<file path="src/logic/rx_sysif_pkg.sv">
// constants, control layout and state carriers of the receive system interface
// assumes a 40 MHz system clock and one line channel per instance
`default_nettype none

package rx_sysif_pkg;

  // ==========================================================================
  // register port
  localparam int              ADDR_W      = 4;
  localparam int              DATA_W      = 16;
  localparam logic [ADDR_W-1:0] CTRL_ADDR   = 4'h0;
  localparam logic [ADDR_W-1:0] STATUS_ADDR = 4'h1;
  // status bit positions
  localparam int              STAT_MISS_STICKY = 0;
  localparam int              STAT_MISS_NOW    = 1;
  localparam int              STAT_MCLK_LOST   = 2;
  localparam int              STAT_LOS         = 3;

  // ==========================================================================
  // sampled pins, index into the sampler vector
  localparam int PIN_COUNT    = 7;
  localparam int PIN_MCLK     = 0;
  localparam int PIN_TXCLK    = 1;
  localparam int PIN_RECCLK   = 2;
  localparam int PIN_SLICEPOS = 3;
  localparam int PIN_SLICENEG = 4;
  localparam int PIN_TXPOS    = 5;
  localparam int PIN_TXNEG    = 6;

  // ==========================================================================
  // timing
  localparam int SYS_CLK_PS   = 25000;
  localparam int MCLK_LOSS_NS = 1000;
  // least time, so round up to whole system cycles
  localparam int MCLK_LOSS_CYCLES = (MCLK_LOSS_NS * 1000 + SYS_CLK_PS - 1) / SYS_CLK_PS;
  localparam logic [5:0] MCLK_LOSS_LIMIT      = 6'(MCLK_LOSS_CYCLES);
  localparam logic [6:0] TCK_MISS_MCLK_CYCLES = 7'h46;
  // excess zero run lengths per line code
  localparam logic [4:0] EXZ_AMI  = 5'h10;
  localparam logic [4:0] EXZ_HDB3 = 5'h04;
  localparam logic [4:0] EXZ_B8ZS = 5'h08;
  localparam logic [14:0] LFSR_SEED = 15'h7fff;

  // ==========================================================================
  // types
  typedef enum logic [1:0] {
    CODE_AMI  = 2'h0,
    CODE_HDB3 = 2'h1,
    CODE_B8ZS = 2'h2
  } line_code_t;

  typedef enum logic [1:0] {
    PAT_NONE  = 2'h0,
    PAT_ONES  = 2'h1,
    PAT_ZEROS = 2'h2,
    PAT_PRBS  = 2'h3
  } pattern_t;

  typedef enum logic [1:0] {
    TCK_RUN  = 2'h1,
    TCK_MISS = 2'h2
  } tck_state_t;

  typedef struct packed {
    logic [1:0] rsvd;
    logic       txClkMissMask;
    logic       sendAllOnes;
    logic       automaticAllOnesSend;
    pattern_t   pattern;
    logic       hwMode;
    logic       patternRefMclk;
    logic       alarmIndicationEnable;
    logic       invertData;
    logic       risingLaunch;
    logic       clockDataRecovery;
    line_code_t lineCode;
    logic       singleRail;
  } ctrl_t;

  localparam logic [DATA_W-1:0] CTRL_RESET = 16'h201b;

  typedef struct packed {
    logic [PIN_COUNT-1:0] meta;
    logic [PIN_COUNT-1:0] sync;
    logic [PIN_COUNT-1:0] prev;
  } sampler_state_t;

  typedef struct packed {
    ctrl_t             ctrl;
    logic              stickyMiss;
    tck_state_t        tck;
    logic [6:0]        txCnt;
    logic [5:0]        mclkCnt;
    logic              mclkLost;
    logic [7:0]        winPos;
    logic [7:0]        winNeg;
    logic [7:0]        winViol;
    logic              lastPol;
    logic [4:0]        zeroCnt;
    logic              retPos;
    logic              retNeg;
    logic              rxClockOut;
    logic              rxPositiveRail;
    logic              rxNegativeRail;
    logic [DATA_W-1:0] rdData;
    logic              txLinePos;
    logic              txLineNeg;
    logic              txLineOe;
    logic              onesPol;
    logic [14:0]       lfsr;
    logic              txClockIrq;
  } core_state_t;

endpackage

`default_nettype wire

</file>
<file path="src/logic/pin_sampler.sv">
// two-flop synchroniser with edge detection for all foreign pins
// assumes the pins are asynchronous to clk and change slower than clk
`timescale 1ns/1ps
`default_nettype none

module pin_sampler
  import rx_sysif_pkg::*;
(
  input  wire logic                 clk,
  input  wire logic                 resetn,
  input  wire logic [PIN_COUNT-1:0] pinIn,
  output logic      [PIN_COUNT-1:0] level,
  output logic      [PIN_COUNT-1:0] rise,
  output logic      [PIN_COUNT-1:0] fall
);

  sampler_state_t s_q;
  sampler_state_t s_d;

  // ==========================================================================
  // meta stage feeds only the sync stage
  always_comb begin
    s_d.meta = pinIn;
    s_d.sync = s_q.meta;
    s_d.prev = s_q.sync;
  end

  always_ff @(posedge clk) begin
    if (!resetn) begin
      s_q <= '0;
    end else begin
      s_q <= s_d;
    end
  end

  // edges from the settled stages only
  assign level = s_q.sync;
  assign rise  = s_q.sync & ~s_q.prev;
  assign fall  = ~s_q.sync & s_q.prev;

endmodule // pin_sampler

`default_nettype wire

</file>
<file path="src/logic/rx_system_interface.sv">
// receive system interface of one line channel with master clock duties
// assumes losIn comes from logic on clk; every other line pin is foreign
// and is sampled by the 40 MHz clk, so all line clocks must be far slower
//
// Chosen here: the plain strobed port and the address map.
`timescale 1ns/1ps
`default_nettype none

// Contract
// - transmit clock stuck over 70 master cycles: missing
// - unmasked missing transmit clock raises interrupt
// - single rail with recovery: decoded NRZ on positive pin
// - violation pin high one full receive cycle
// - HDB3/B8ZS flag code violations, AMI bipolar
// - hardware single rail also flags excess zeros
// - dual rail with recovery: retimed NRZ rails
// - dual rail bypass: raw slicer rails out
// - launch edge of receive clock is selectable
// - receive data polarity is selectable
// - receive clock rate follows line rate
// - LOS with alarm enable: clock from master
// - recovery mode: recovered clock, data on edge
// - bypass: receive clock is rail XOR
// - master reference times transmit patterns
// - automatic all ones always from master
// - hardware mode patterns use master reference
// - master clock lost: line drivers high impedance
module rx_system_interface
  import rx_sysif_pkg::*;
(
  input  wire logic              clk,
  input  wire logic              resetn,
  input  wire logic [ADDR_W-1:0] regAddr,
  input  wire logic [DATA_W-1:0] regWrData,
  input  wire logic              regWr,
  input  wire logic              regRd,
  output logic      [DATA_W-1:0] regRdData,
  input  wire logic              mclkIn,
  input  wire logic              txClockIn,
  input  wire logic              recClockIn,
  input  wire logic              rxSlicePos,
  input  wire logic              rxSliceNeg,
  input  wire logic              txPosIn,
  input  wire logic              txNegIn,
  input  wire logic              losIn,
  output logic                   rxClockOut,
  output logic                   rxPositiveRail,
  output logic                   rxNegativeRail,
  output logic                   txLinePos,
  output logic                   txLineNeg,
  output logic                   txLineOe,
  output logic                   txClockIrq
);

  // ==========================================================================
  // pin sampling
  logic [PIN_COUNT-1:0] pinLevel;
  logic [PIN_COUNT-1:0] pinRise;
  logic [PIN_COUNT-1:0] pinFall;

  pin_sampler sampler (
    .clk    (clk),
    .resetn (resetn),
    .pinIn  ({txNegIn, txPosIn, rxSliceNeg, rxSlicePos, recClockIn, txClockIn, mclkIn}),
    .level  (pinLevel),
    .rise   (pinRise),
    .fall   (pinFall)
  );

  core_state_t s_q;
  core_state_t s_d;

  // ==========================================================================
  // decoder and transmit helpers, all combinational on the sampled pins, losIn and state
  logic       mclkRise;
  logic       mclkEdge;
  logic       txClkEdge;
  logic       bitStrobe;
  logic       inPos;
  logic       inNeg;
  logic       inPulse;
  logic       isBipolarV;
  logic [4:0] exzLimit;
  logic       aisClock;
  logic       launch;
  logic       rxClockNext;
  logic       forceOnes;
  logic       useMclk;
  logic       refTick;
  logic       patternOn;
  logic       patternBit;

  assign mclkRise   = pinRise[PIN_MCLK];
  assign mclkEdge   = pinRise[PIN_MCLK] | pinFall[PIN_MCLK];
  assign txClkEdge  = pinRise[PIN_TXCLK] | pinFall[PIN_TXCLK];
  // one decoded bit per rising recovered clock edge
  assign bitStrobe  = pinRise[PIN_RECCLK] & s_q.ctrl.clockDataRecovery;
  assign inPos      = pinLevel[PIN_SLICEPOS];
  assign inNeg      = pinLevel[PIN_SLICENEG];
  assign inPulse    = inPos ^ inNeg;
  // a pulse of the same polarity as the last one breaks alternation
  assign isBipolarV = inPulse & (inPos == s_q.lastPol);
  assign exzLimit   = (s_q.ctrl.lineCode == CODE_HDB3) ? EXZ_HDB3 :
                      (s_q.ctrl.lineCode == CODE_B8ZS) ? EXZ_B8ZS : EXZ_AMI;
  assign aisClock   = losIn & s_q.ctrl.alarmIndicationEnable;

  // receive clock source, kept outside the next-state process to avoid a loop
  assign rxClockNext = aisClock ? pinLevel[PIN_MCLK] :
                       s_q.ctrl.clockDataRecovery ? pinLevel[PIN_RECCLK] :
                       (inPos ^ inNeg);
  // the selected edge of our own clock output launches receive data
  assign launch = s_q.ctrl.risingLaunch ? (!s_q.rxClockOut & rxClockNext)
                                        : (s_q.rxClockOut & !rxClockNext);

  // transmit pattern references
  assign forceOnes  = s_q.ctrl.sendAllOnes | (s_q.ctrl.automaticAllOnesSend & losIn);
  assign patternOn  = forceOnes | (s_q.ctrl.pattern != PAT_NONE);
  // automatic all ones ignores the reference select
  assign useMclk    = s_q.ctrl.patternRefMclk | s_q.ctrl.hwMode
                    | (s_q.ctrl.automaticAllOnesSend & losIn);
  assign refTick    = useMclk ? mclkRise : pinRise[PIN_TXCLK];
  assign patternBit = (forceOnes | (s_q.ctrl.pattern == PAT_ONES)) ? 1'b1 :
                      (s_q.ctrl.pattern == PAT_PRBS) ? s_q.lfsr[14] : 1'b0;

  // ==========================================================================
  // next state
  always_comb begin
    logic [7:0] wPos;
    logic [7:0] wNeg;
    logic [7:0] wViol;
    logic [7:0] wPulse;
    logic       excess_zero_error;
    wPos   = '0;
    wNeg   = '0;
    wViol  = '0;
    wPulse = '0;
    excess_zero_error    = 1'b0;
    s_d    = s_q;

    // register writes
    if (regWr && regAddr == CTRL_ADDR) begin
      s_d.ctrl      = ctrl_t'(regWrData);
      s_d.ctrl.rsvd = 2'h0;
    end
    if (regWr && regAddr == STATUS_ADDR && regWrData[STAT_MISS_STICKY]) begin
      s_d.stickyMiss = 1'b0;
    end

    // register reads answer in the next cycle only
    s_d.rdData = '0;
    if (regRd) begin
      unique case (regAddr)
        CTRL_ADDR:   s_d.rdData = DATA_W'(s_q.ctrl);
        STATUS_ADDR: begin
          s_d.rdData[STAT_MISS_STICKY] = s_q.stickyMiss;
          s_d.rdData[STAT_MISS_NOW]    = (s_q.tck == TCK_MISS);
          s_d.rdData[STAT_MCLK_LOST]   = s_q.mclkLost;
          s_d.rdData[STAT_LOS]         = losIn;
        end
        default:     s_d.rdData = '0;
      endcase
    end

    // master clock watchdog on the independent system clock
    if (mclkEdge) begin
      s_d.mclkCnt  = '0;
      s_d.mclkLost = 1'b0;
    end else if (s_q.mclkCnt == MCLK_LOSS_LIMIT - 6'h01) begin
      s_d.mclkLost = 1'b1;
    end else begin
      s_d.mclkCnt = 6'(s_q.mclkCnt + 6'h01);
    end

    // transmit clock monitor counts rising master clock edges between its edges
    if (txClkEdge) begin
      s_d.txCnt = '0;
      s_d.tck   = TCK_RUN;
    end else if (mclkRise) begin
      if (s_q.txCnt == TCK_MISS_MCLK_CYCLES) begin
        s_d.tck = TCK_MISS;
      end else begin
        s_d.txCnt = 7'(s_q.txCnt + 7'h01);
      end
    end
    // setting beats a clear in the same cycle
    if (s_d.tck == TCK_MISS && s_q.tck != TCK_MISS) begin
      s_d.stickyMiss = 1'b1;
    end
    s_d.txClockIrq = s_d.stickyMiss & ~s_d.ctrl.txClkMissMask;

    // line decoder: eight-bit window, oldest bit leaves at index 7
    if (bitStrobe) begin
      excess_zero_error    = !inPulse && s_q.ctrl.hwMode && 5'(s_q.zeroCnt + 5'h01) == exzLimit;
      wPos   = {s_q.winPos[6:0], inPos & inPulse};
      wNeg   = {s_q.winNeg[6:0], inNeg & inPulse};
      // both rails at once is always a violation
      wViol  = {s_q.winViol[6:0], isBipolarV | (inPos & inNeg) | excess_zero_error};
      wPulse = wPos | wNeg;
      // zero substitution 000V or B00V is legal and carries zeros
      if (s_q.ctrl.lineCode == CODE_HDB3 && isBipolarV && !wPulse[1] && !wPulse[2]) begin
        wPos[0]  = 1'b0;
        wNeg[0]  = 1'b0;
        wViol[0] = 1'b0;
        wPos[3]  = 1'b0;
        wNeg[3]  = 1'b0;
      end
      // eight zeros sent as 000VB0VB
      if (s_q.ctrl.lineCode == CODE_B8ZS && wPulse[7:5] == 3'h0 && wPulse[4] && wPulse[3]
          && !wPulse[2] && wPulse[1] && wPulse[0] && wPos[0] == wPos[4]
          && wPos[1] == wPos[3] && wPos[0] != wPos[1]) begin
        wPos  = wPos & 8'he4;
        wNeg  = wNeg & 8'he4;
        wViol = wViol & 8'he4;
      end
      s_d.winPos  = wPos;
      s_d.winNeg  = wNeg;
      s_d.winViol = wViol;
      if (inPulse) begin
        s_d.lastPol = inPos;
        s_d.zeroCnt = '0;
      end else if (s_q.zeroCnt != 5'h1f) begin
        s_d.zeroCnt = 5'(s_q.zeroCnt + 5'h01);
      end
      s_d.retPos = inPos;
      s_d.retNeg = inNeg;
    end

    // receive clock source, chosen ahead of the launch decision
    s_d.rxClockOut = rxClockNext;

    // receive data: bypass passes raw rails, else launched on the edge
    if (!s_q.ctrl.clockDataRecovery) begin
      s_d.rxPositiveRail = inPos ^ s_q.ctrl.invertData;
      s_d.rxNegativeRail = inNeg ^ s_q.ctrl.invertData;
    end else if (launch) begin
      if (s_q.ctrl.singleRail) begin
        s_d.rxPositiveRail = (s_q.winPos[7] | s_q.winNeg[7]) ^ s_q.ctrl.invertData;
        // held until the next launch, so one whole receive cycle
        s_d.rxNegativeRail = s_q.winViol[7];
      end else begin
        s_d.rxPositiveRail = s_q.retPos ^ s_q.ctrl.invertData;
        s_d.rxNegativeRail = s_q.retNeg ^ s_q.ctrl.invertData;
      end
    end

    // transmit line: drivers released while the master clock is gone
    if (s_q.mclkLost) begin
      s_d.txLineOe  = 1'b0;
      s_d.txLinePos = 1'b0;
      s_d.txLineNeg = 1'b0;
    end else begin
      s_d.txLineOe = 1'b1;
      if (!patternOn) begin
        s_d.txLinePos = pinLevel[PIN_TXPOS];
        s_d.txLineNeg = pinLevel[PIN_TXNEG];
      end else if (refTick) begin
        // marks alternate so the pattern stays free of violations
        s_d.txLinePos = patternBit & !s_q.onesPol;
        s_d.txLineNeg = patternBit & s_q.onesPol;
        if (patternBit) begin
          s_d.onesPol = !s_q.onesPol;
        end
        if (s_q.ctrl.pattern == PAT_PRBS) begin
          s_d.lfsr = {s_q.lfsr[13:0], s_q.lfsr[14] ^ s_q.lfsr[13]};
        end
      end
    end
  end

  // ==========================================================================
  // state register; master clock counted lost until its first edge
  always_ff @(posedge clk) begin
    if (!resetn) begin
      s_q          <= '0;
      s_q.ctrl     <= ctrl_t'(CTRL_RESET);
      s_q.tck      <= TCK_RUN;
      s_q.mclkLost <= 1'b1;
      s_q.lfsr     <= LFSR_SEED;
    end else begin
      s_q <= s_d;
    end
  end

  assign regRdData      = s_q.rdData;
  assign rxClockOut     = s_q.rxClockOut;
  assign rxPositiveRail = s_q.rxPositiveRail;
  assign rxNegativeRail = s_q.rxNegativeRail;
  assign txLinePos      = s_q.txLinePos;
  assign txLineNeg      = s_q.txLineNeg;
  assign txLineOe       = s_q.txLineOe;
  assign txClockIrq     = s_q.txClockIrq;
endmodule // rx_system_interface

`default_nettype wire

</file>
<file path="config.mk">
export PLATFORM = sky130hd
export DESIGN_NAME = rx_system_interface
export DESIGN_NICKNAME = d
export VERILOG_FILES = /design/src/logic/rx_sysif_pkg.sv /design/src/logic/pin_sampler.sv /design/src/logic/rx_system_interface.sv
export SDC_FILE = /design/constraint.sdc
export NUM_CORES = 1
export LEC_CHECK = 0
export ABC_CLOCK_PERIOD_IN_PS = 2200
export BUFFER_PORTS_ARGS = -buffer_cell sky130_fd_sc_hd__buf_2
export CAP_MARGIN = 25
export CORE_MARGIN = 1.5
export CORE_UTILIZATION = 57
export CTS_BUF_LIST = sky130_fd_sc_hd__clkbuf_16
export DETAILED_ROUTE_END_ITERATION = 10
export GPL_ROUTABILITY_DRIVEN = 0
export PLACE_DENSITY = 0.84
export SKIP_CTS_REPAIR_TIMING = 1
export SLEW_MARGIN = 20
export SYNTH_ARGS = -nofsm -noshare
export SYNTH_HDL_FRONTEND = slang
export SYNTH_SLANG_ARGS = --single-unit
</file>
<file path="constraint.sdc">
create_clock -name clk -period 2.2 [get_ports clk]
set_input_delay 0.22 -clock clk [delete_from_list [all_inputs] [get_ports clk]]
set_output_delay 0.22 -clock clk [all_outputs]
set_load 0.01 [all_outputs]
</file>
# == Word level (Yosys, flattened, before mapping) ==
# Index checks and enable logic that the tools add are counted.
# totals
register_bits,117
latch_bits,0
rom_bits,0
in_bits,32
out_inout_bits,23
n_memories,0
mem_bits_rw,0
elab_cells,172
# classes
n_shift,0
n_eq_ne,18
muxes,36
n_div,0
bitwise,38
n_lt_le_gt_ge,0
n_reduce_logical,39
multipliers,0
n_addsub,3
# op_table
cell,n
$mux 5,7
$logic_and 1x1->1,18
$mux 1,18
$mux 9,2
$mux 14,1
$and 1x1->1,12
$mux 2,6
$or 1x1->1,10
$eq 2x2->1 const B,4
$or 8x8->8,1
$pmux 4 s2,1
$reduce_and 2->1,4
$reduce_and 4->1,2
$add 7x1->7 const B,1
$eq 7x7->1 const B,1
$mux 7,1
$xor 1x1->1,7
$add 6x1->6 const B,1
$eq 6x6->1 const B,1
$logic_not 1->1,6
$reduce_bool 2->1,3
$reduce_or 2->1,3
$add 5x1->5 const B,1
$eq 5x5->1,1
15 further kinds,22

# == Depth between registers and ports, before layout ==
# Gate-level depths: netlist of the first run.
# logic_depth
word_depth,14
mapped_depth,8
depth_no_buf,8

# == Cells and area by module ==
# A second synthesis of the first run with hierarchy kept.
# hier_totals
hier_cells,546
area_unflattened_um2,4949.7
# modules_own_cells
module,area_per_inst_um2,n_inst,seq_area_each_um2,cells_per_inst
rx_system_interface,4242.8,1,2001.9,481
pin_sampler,706.9,1,420.4,65

# == Least setup slack after synthesis of the first run ==
# OpenSTA, ideal clock, no wires.
# synth_path
path_kind,reg2reg
start,"register sampler.s_q, in the netlist sampler.level[3]"
end,"register s_q, in the netlist rxPositiveRail"
path_slack_ps,167
synth_period_minus_slack_ps,2033
t_arrival_ps,1916
setup_time_ps,116
path_stages_with_launch,8
required_time_ps,2084
path_buffers,0
cell_sequence,dfxtp_1 -> inv_1 -> ha_1 -> or2_2 -> a31oi_1 -> mux2i_1 -> a211oi_1 -> a41o_1
# synth_between
elab_chain_cells,7
elab_cells_between_ends,10
cone_classes,eq/ne (1); mux (4); bitwise (4); reduce/logical (1)
# synth_lines
item,line,rtl
"start, declared",pin_sampler.sv:17,sampler_state_t s_q;
"start signal, assigned",pin_sampler.sv:30,s_q <= '0;
"start signal, assigned",pin_sampler.sv:32,s_q <= s_d;
$xor 1x1->1,rx_system_interface.sv:110,(inPos ^ inNeg);
$mux 1,rx_system_interface.sv:109,s_q.ctrl.clockDataRecovery ? pinLevel[PIN_RECCLK] :
$mux 1,rx_system_interface.sv:108,assign rxClockNext = aisClock ? pinLevel[PIN_MCLK] :
$logic_not 1->1,rx_system_interface.sv:113,: (s_q.rxClockOut & !rxClockNext);
$and 1x1->1,rx_system_interface.sv:113,
$mux 1,rx_system_interface.sv:112,assign launch = s_q.ctrl.risingLaunch ? (!s_q.rxClockOut & rxClockNext)
$ne 2x1->1 (no source line),-,
"end, declared",rx_system_interface.sv:70,core_state_t s_q;
# Several ways; a longest one is shown, not always the timed one.
# A chain may end at the register's enable or synchronous reset.

# == Worst setup path after layout of the first run ==
# Same ends and word-level chain as after synthesis.

==> results of run 1 <==
## state kept, by name (all words and copies together), names as in the netlist, 3 cells and up
name,cells
s_q,79
sampler.level,7
sampler.s_q,3
regRdData,14
sampler.s_d,7
## critical path: stages, from the launching register on
cell	delay [ns]
dfxtp_1	0.33
inv_1	0.07
ha_1	0.36
or2_2	0.30
a31oi_2	0.24
mux2i_2	0.34
a211oi_1	0.14
a41o_1	0.24
## layer usage
layer	vias up	share of wire
met3	24	0.064
met1	1791	0.40
li1	1845	-
met2	171	0.51
met5	-	0
met4	0	0.020
## cells by family (layout without fill, tap and decap cells)
group,after synthesis,in the layout
adder cells (fa/ha/maj),13,13
flip-flops,117,117
buffers and inverters,49,109
AO/OA/AOI/OAI,79,79
other,1,2
AND/OR/NAND/NOR,233,233
XOR/XNOR,20,20
multiplexers,7,7
## cell type report
type | count | area [sq um]
Clock buffer | 17 | 425
Sequential cell | 117 | 2340
Inverter | 12 | 45.0
Clock inverter | 15 | 211
Tap cell | 102 | 128
Multi-Input combinational cell | 354 | 2060
Fill cell | 506 | 2230
Timing Repair Buffer | 65 | 363
## metrics by stage
step | hold slack [ns] | cell area [sq um] | util
final | 0.0169 | 5580 | 0.714
after global routing | 0.0161 | 5580 | 0.714
after CTS | 0.0123 | 5540 | 0.710
after detailed placement | 0.424 | 4910 | 0.629
after global placement | 0.420 | 4910 | 0.629
after floorplan | 0.344 | 4630 | -
## layout by cell type, fill, tap and decap left out, types with 15 or more instances in the layout
cell | netlist | routed
dfxtp_1 | 117 | 116
nand2_1 | 104 | 104
buf_2 | 2 | 50
nor2_1 | 35 | 35
a21oi_1 | 31 | 31
and2_1 | 29 | 29
nand3_1 | 23 | 23
clkbuf_16 | 0 | 17
buf_4 | 16 | 15
## path summary, 6_finish.rpt
check,from,endpoint,cells after the start
setup / recovery,sampler.level[3]$_SDFF_PN0_,rxPositiveRail$_SDFFE_PN0P_,7
hold / removal,recClockIn,sampler.s_d[9]$_SDFF_PN0_,2
setup reg to reg,sampler.level[3]$_SDFF_PN0_,rxPositiveRail$_SDFFE_PN0P_,7
hold reg to reg,sampler.s_d[7]$_SDFF_PN0_,sampler.level[0]$_SDFF_PN0_,1
## power groups by stage
stage | combinational [mW] | clock (mW) | sequential [mW]
floorplan | 0.117 | 0 | 2.21
global placement | 0.181 | 0 | 2.22
detailed placement | 0.187 | 0 | 2.22
CTS | 0.195 | 2.98 | 2.17
global route | 0.220 | 3.08 | 2.18
finish | 0.202 | 2.96 | 2.18
==> impl_metrics.env, run 1 <==
export IMPL_cp_start_kind="flip-flop"
export IMPL_end_kind="flip-flop"
export IMPL_ir_worst_vdd_mv=0.530
export IMPL_grtUsageMet1=0.299
export IMPL_min_path_type="in2reg"
export IMPL_wl_mm=10.8
export IMPL_worstPathRequired_ns=2.49
export IMPL_finalMaxSlewViolations=0
export IMPL_root_buffer="clkbuf_16"
export IMPL_initial_core_util=0.593
export IMPL_grt_use_total=0.256
export IMPL_dp_cells=649
export IMPL_grt_pass1_wl_mm=17.1
export IMPL_netlist_instances=519
export IMPL_async_flop_share=0
export IMPL_grt_overflow=0
export IMPL_die_width_microns=93.1
export IMPL_antennaDiodeCount=0
export IMPL_min_period_over_period=0.974
export IMPL_areaGrowthSynthToFinish_pct=20.4
export IMPL_post_dp_hpwl_mm=6.44
export IMPL_post_drt_wl_per_cell_microns=15.9
export IMPL_synth_most_common_cell="dfxtp_1"
export IMPL_rsz0062_at_grt="no"
export IMPL_skew_ns=0.00427
export IMPL_hold_viol_final=0
export IMPL_drive_above_1_share=0.183
export IMPL_synth_mux_area_frac=0.0151
export IMPL_yosys_warnings=0
export IMPL_io_buffers=50
export IMPL_grtUsageMet3=0.0683
export IMPL_ys_types=51
export IMPL_stdcell_count=682
export IMPL_use_met2=0.442
export IMPL_yosys_area_share_simple=0.238
export IMPL_ys_seq_area_frac=0.506
export IMPL_fin_ws_ns=0.0568
export IMPL_ys_ff_latch=117
export IMPL_maxCapViolations=0
export IMPL_grt_max_degree=31
export IMPL_cts_tree="yes"
export IMPL_grt_pass1_vias=3632
export IMPL_firstDrtPassIters=5
export IMPL_cts_path_max_buffers=2
export IMPL_cp_max_fo=3
export IMPL_core_sq_mm=0.00781
export IMPL_min_period_ns=2.14
export IMPL_totalPowerFinal_mw=5.34
export IMPL_crit_type="reg2reg"
export IMPL_seqPwrFrac=0.407
export IMPL_powerDensity_mw_per_mm2=958
export IMPL_pre_cts_slack_ns=0.134
export IMPL_clock_latency_ns=0.40
export IMPL_p_leak_nw=2.36
export IMPL_synth_top_family_by_area="simple AND/OR/NAND/NOR gates"
export IMPL_ff2ff_setup_slack_ns=0.06
export IMPL_synth_adder_area_share=0.0351
export IMPL_p_int_mw=4.23
export IMPL_grt_busiest_layer="met2"
export IMPL_antenna_found_initial=0
export IMPL_cts_max_level=4
export IMPL_die_h_microns=93.1
export IMPL_fmaxAchievable_mhz=467
export IMPL_layout_nets=612
export IMPL_cts_buffers=17
export IMPL_swShare=0.208
export IMPL_combPwrFrac=0.038
export IMPL_p_switching_mw=1.11
export IMPL_synth_compound_area_frac=0.112
export IMPL_die_area_sq_mm=0.00867
export IMPL_synth_commonest_cells="dfxtp_1 (117), nand2_1 (104), nor2_1 (35)"
export IMPL_synth_xor_area_frac=0.0378
export IMPL_pwr_share_clk=0.555
export IMPL_io_pins=55
export IMPL_drt_iter0_drc=369
export IMPL_path_clk_slew_ns=0.05
export IMPL_synth_edf_count=0
export IMPL_drcViolationCount=0
export IMPL_ys_flop_type="dfxtp_1"
export IMPL_status="completed"
export IMPL_avgSynthCellArea_sq_um=8.92
export IMPL_worstPathArrival_ns=2.43
export IMPL_relSlewSlack=0.406
export IMPL_setup_violations=0
export IMPL_syn_area_sq_mm=0.00463
export IMPL_num_vias=3831
export IMPL_synth_top_area_cell="dfxtp_1"
export IMPL_drtAntennaViolNets=0
export IMPL_worstMarginPinSlew_ns=0.886
export IMPL_cts_sinks=117
export IMPL_row_count=32
export IMPL_fin_tns_setup_ns=0
export IMPL_netlist_top_cells_area="dfxtp_1 (51%), nand2_1 (8.4%), and2_1 (3.9%)"
export IMPL_post_synth_top_area_fraction=0.506
export IMPL_avgViaCountPerCell=5.62
No activity file was read; power rests on OpenSTA's default activity.
==> run 2: changes to the inputs <==
--- a/config.mk
+++ b/config.mk
@@ -5,15 +5,16 @@
 export SDC_FILE = /design/constraint.sdc
 export NUM_CORES = 1
 export LEC_CHECK = 0
+export ABC_AREA = 1
 export ABC_CLOCK_PERIOD_IN_PS = 2200
 export BUFFER_PORTS_ARGS = -buffer_cell sky130_fd_sc_hd__buf_2
 export CAP_MARGIN = 25
 export CORE_MARGIN = 1.5
-export CORE_UTILIZATION = 57
+export CORE_UTILIZATION = 58
 export CTS_BUF_LIST = sky130_fd_sc_hd__clkbuf_16
 export DETAILED_ROUTE_END_ITERATION = 10
 export GPL_ROUTABILITY_DRIVEN = 0
-export PLACE_DENSITY = 0.84
+export PLACE_DENSITY = 0.85
 export SKIP_CTS_REPAIR_TIMING = 1
 export SLEW_MARGIN = 20
 export SYNTH_ARGS = -nofsm -noshare
==> run 2 against run 1 <==
- the flow now finishes with violations (hold timing)
- non-clock buffer count down 9
- wire length down 0.11%
- global-route usage down 0.17 points
- die area up 2.3%
- count of clock-buffer cells in the layout unchanged
- power down 0.77%
- worst hold slack worse by 0.023 ns
- register-to-register slack better by 0.16 ns
- synthesized area up 4.2%
- cell count up 14%
==> impl_metrics.env, run 2 <==
export IMPL_grt_pass1_wl_mm=17.6
export IMPL_areaGrowthSynthToFinish_pct=17.0
export IMPL_drt_iter0_drc=209
export IMPL_stdcell_count=775
export IMPL_path_cells="inv_1, ha_1, inv_2, nand3_1, nor2_1, nand3_2, nand2_4, nor2_1, a21oi_1, nor2_1"
export IMPL_worstPathRequired_ns=2.49
export IMPL_grt_pass1_vias=4036
export IMPL_netlist_top_cells_area="dfxtp_1 (49%), nand2_1 (9.7%), inv_1 (6.0%)"
export IMPL_wl_mm=10.8
export IMPL_pre_cts_slack_ns=0.342
export IMPL_io_buffers=50
export IMPL_final_core_util=0.694
export IMPL_post_synth_top_area_fraction=0.485
export IMPL_worstSetupStartpoint="sampler.level[3]$_SDFF_PN0_"
export IMPL_finalMaxSlewViolations=0
export IMPL_die_width_microns=94.2
export IMPL_drcViolationCount=0
export IMPL_dp_cells=742
export IMPL_crit_type="reg2reg"
export IMPL_powerDensity_mw_per_mm2=938
export IMPL_rsz0062_at_grt="no"
export IMPL_firstDrtPassIters=4
export IMPL_min_period_ns=1.98
export IMPL_ys_seq_area_frac=0.485
export IMPL_hold_ws_ns=-0.00611
export IMPL_min_period_over_period=0.901
export IMPL_antennaDiodeCount=0
export IMPL_largest_reg_flops=79
export IMPL_row_count=33
export IMPL_cts_buffers=17
export IMPL_r2r_start="sampler.level[3]$_SDFF_PN0_"
export IMPL_violations="hold timing"
export IMPL_cts_max_level=4
export IMPL_async_flop_share=0
export IMPL_antenna_found_initial=0
export IMPL_cp_start_kind="flip-flop"
export IMPL_grt_use_total=0.255
export IMPL_yosys_warnings=0
export IMPL_netlist_instances=615
export IMPL_synth_top_area_cell="dfxtp_1"
export IMPL_worstPathArrival_ns=2.27
export IMPL_die_h_microns=94.2
export IMPL_skew_ns=0.00642
export IMPL_relSlewSlack=0.614
export IMPL_fin_tns_setup_ns=0
export IMPL_die_area_sq_mm=0.00887
export IMPL_layout_nets=702
export IMPL_hold_start="txNegIn"
export IMPL_layout_commonest_cell="nand2_1"
export IMPL_post_drt_wl_per_cell_microns=14.0
export IMPL_grt_max_degree=31
export IMPL_ys_types=43
export IMPL_cts_tree="yes"
export IMPL_synth_edf_count=0
export IMPL_cp_max_fo=6
export IMPL_post_dp_hpwl_mm=6.90
export IMPL_synth_most_common_cell="nand2_1"
export IMPL_core_sq_mm=0.00813
export IMPL_fin_ws_ns=0.217
export IMPL_synth_commonest_cells="nand2_1 (125), dfxtp_1 (117), inv_1 (77)"
export IMPL_drtAntennaViolNets=0
export IMPL_avgSynthCellArea_sq_um=7.84
export IMPL_crit_top_cell="nor2_1"
export IMPL_hold_viol_final=2
export IMPL_min_path_type="in2reg"
export IMPL_end_kind="flip-flop"
export IMPL_cp_slowest_cell="dfxtp_1"
export IMPL_grt_overflow=0
export IMPL_root_buffer="clkbuf_16"
export IMPL_fillers=581
export IMPL_cts_sinks=117
export IMPL_top_register="s_q"
export IMPL_ys_flop_type="dfxtp_1"
export IMPL_clock_latency_ns=0.41
export IMPL_maxCapViolations=0
export IMPL_setup_violations=0
export IMPL_cts_path_max_buffers=2
export IMPL_final_cell_mix="nand2_1 (125), dfxtp_1 (117), inv_1 (78)"
export IMPL_drive_above_1_share=0.154
export IMPL_ys_ff_latch=117
export IMPL_num_vias=4126
export IMPL_initial_core_util=0.593
export IMPL_path_clk_slew_ns=0.05
export IMPL_worstMarginPinSlew_ns=0.578
export IMPL_fmaxAchievable_mhz=504
export IMPL_io_pins=55
export IMPL_p_leak_nw=2.62
export IMPL_cpPeakStageDelay_ns=0.42
export IMPL_status="complete, but fails checks"
export IMPL_avgViaCountPerCell=5.32
export IMPL_ir_worst_vdd_mv=0.515
export IMPL_syn_area_sq_mm=0.00482
-- run 2: cell types whose count changed after synthesis, sizes merged, moves of 7 or more --
cell	before	now
nor2	35	60
inv	11	80
and2	29	0
nand2	104	129
a22oi	10	2
a21oi	31	48
xnor2	11	4
nand3	23	41
o21ai	10	45
buf	19	27
mux2i	7	0
clkbuf	18	7
-- run 2: power breakdown --
group / total, mW / internal (mW) / leakage, nW / switching [mW]
registers: 2.20 / 2.17 / 0.951 / 0.0326
clock network: 2.85 / 1.88 / 0.289 / 0.976
logic: 0.242 / 0.0860 / 1.38 / 0.156
total: 5.30 / 4.13 / 2.62 / 1.16
-- run 2: cell type report --
class                   instances  area, sq um  area share
clock buffers                  17          425      0.0753
clock inverters                15          188      0.0332
inverters                      82          309      0.0547
multi-input cells             383         1950       0.346
flip-flops and latches        117         2340       0.415
well taps                     105          131      0.0233
repair buffers                 56          298      0.0527
-- run 2: through the flow --
stage / cell area [sq um] / hold WS, ns / total power, mW
floorplan: 4830 / 0.318 / 2.40
global placement: 5020 / 0.404 / 2.47
detailed placement: 5020 / 0.407 / 2.48
CTS: 5640 / -0.0128 / 5.30
global route: 5650 / 0.0102 / 5.44
finish: 5650 / -0.00611 / 5.30
-- run 2: layer usage --
layer  global-route usage  wire length [microns]
met1                0.291                   4530
met2                0.437                   5490
met3               0.0631                    492
met4                0.131                    311
met5                    0                      0
-- run 2: cells by family (layout without fill, tap and decap cells) --
family	after synthesis	in the layout	share of synthesized area
AO/OA/AOI/OAI	107	107	0.120
XOR/XNOR	11	11	0.0200
adder cells (fa/ha/maj)	13	13	0.0337
buffers and inverters	116	170	0.110
flip-flops	117	117	0.485
other	1	2	0.000777
AND/OR/NAND/NOR	250	250	0.230
-- run 2: final timing paths --
kind,to,slack [ns],cells after the start
worst min-delay path,sampler.s_d[13]$_SDFF_PN0_,-0.006,3
worst min register to register,sampler.level[4]$_SDFF_PN0_,0.43,2
worst max-delay path,s_q[56]$_SDFFE_PN0P_,0.22,10
worst max register to register,s_q[56]$_SDFFE_PN0P_,0.22,10
-- run 2: worst max-delay path: cells and delay by family, from the launching register on --
kind | cells | cell delay [ns]
DFF | 1 | 0.42
AOI/OAI and AO/OA | 1 | 0.16
adders and majority gates | 1 | 0.38
buffers and inverters | 2 | 0.24
and+or+nand+nor | 6 | 0.66
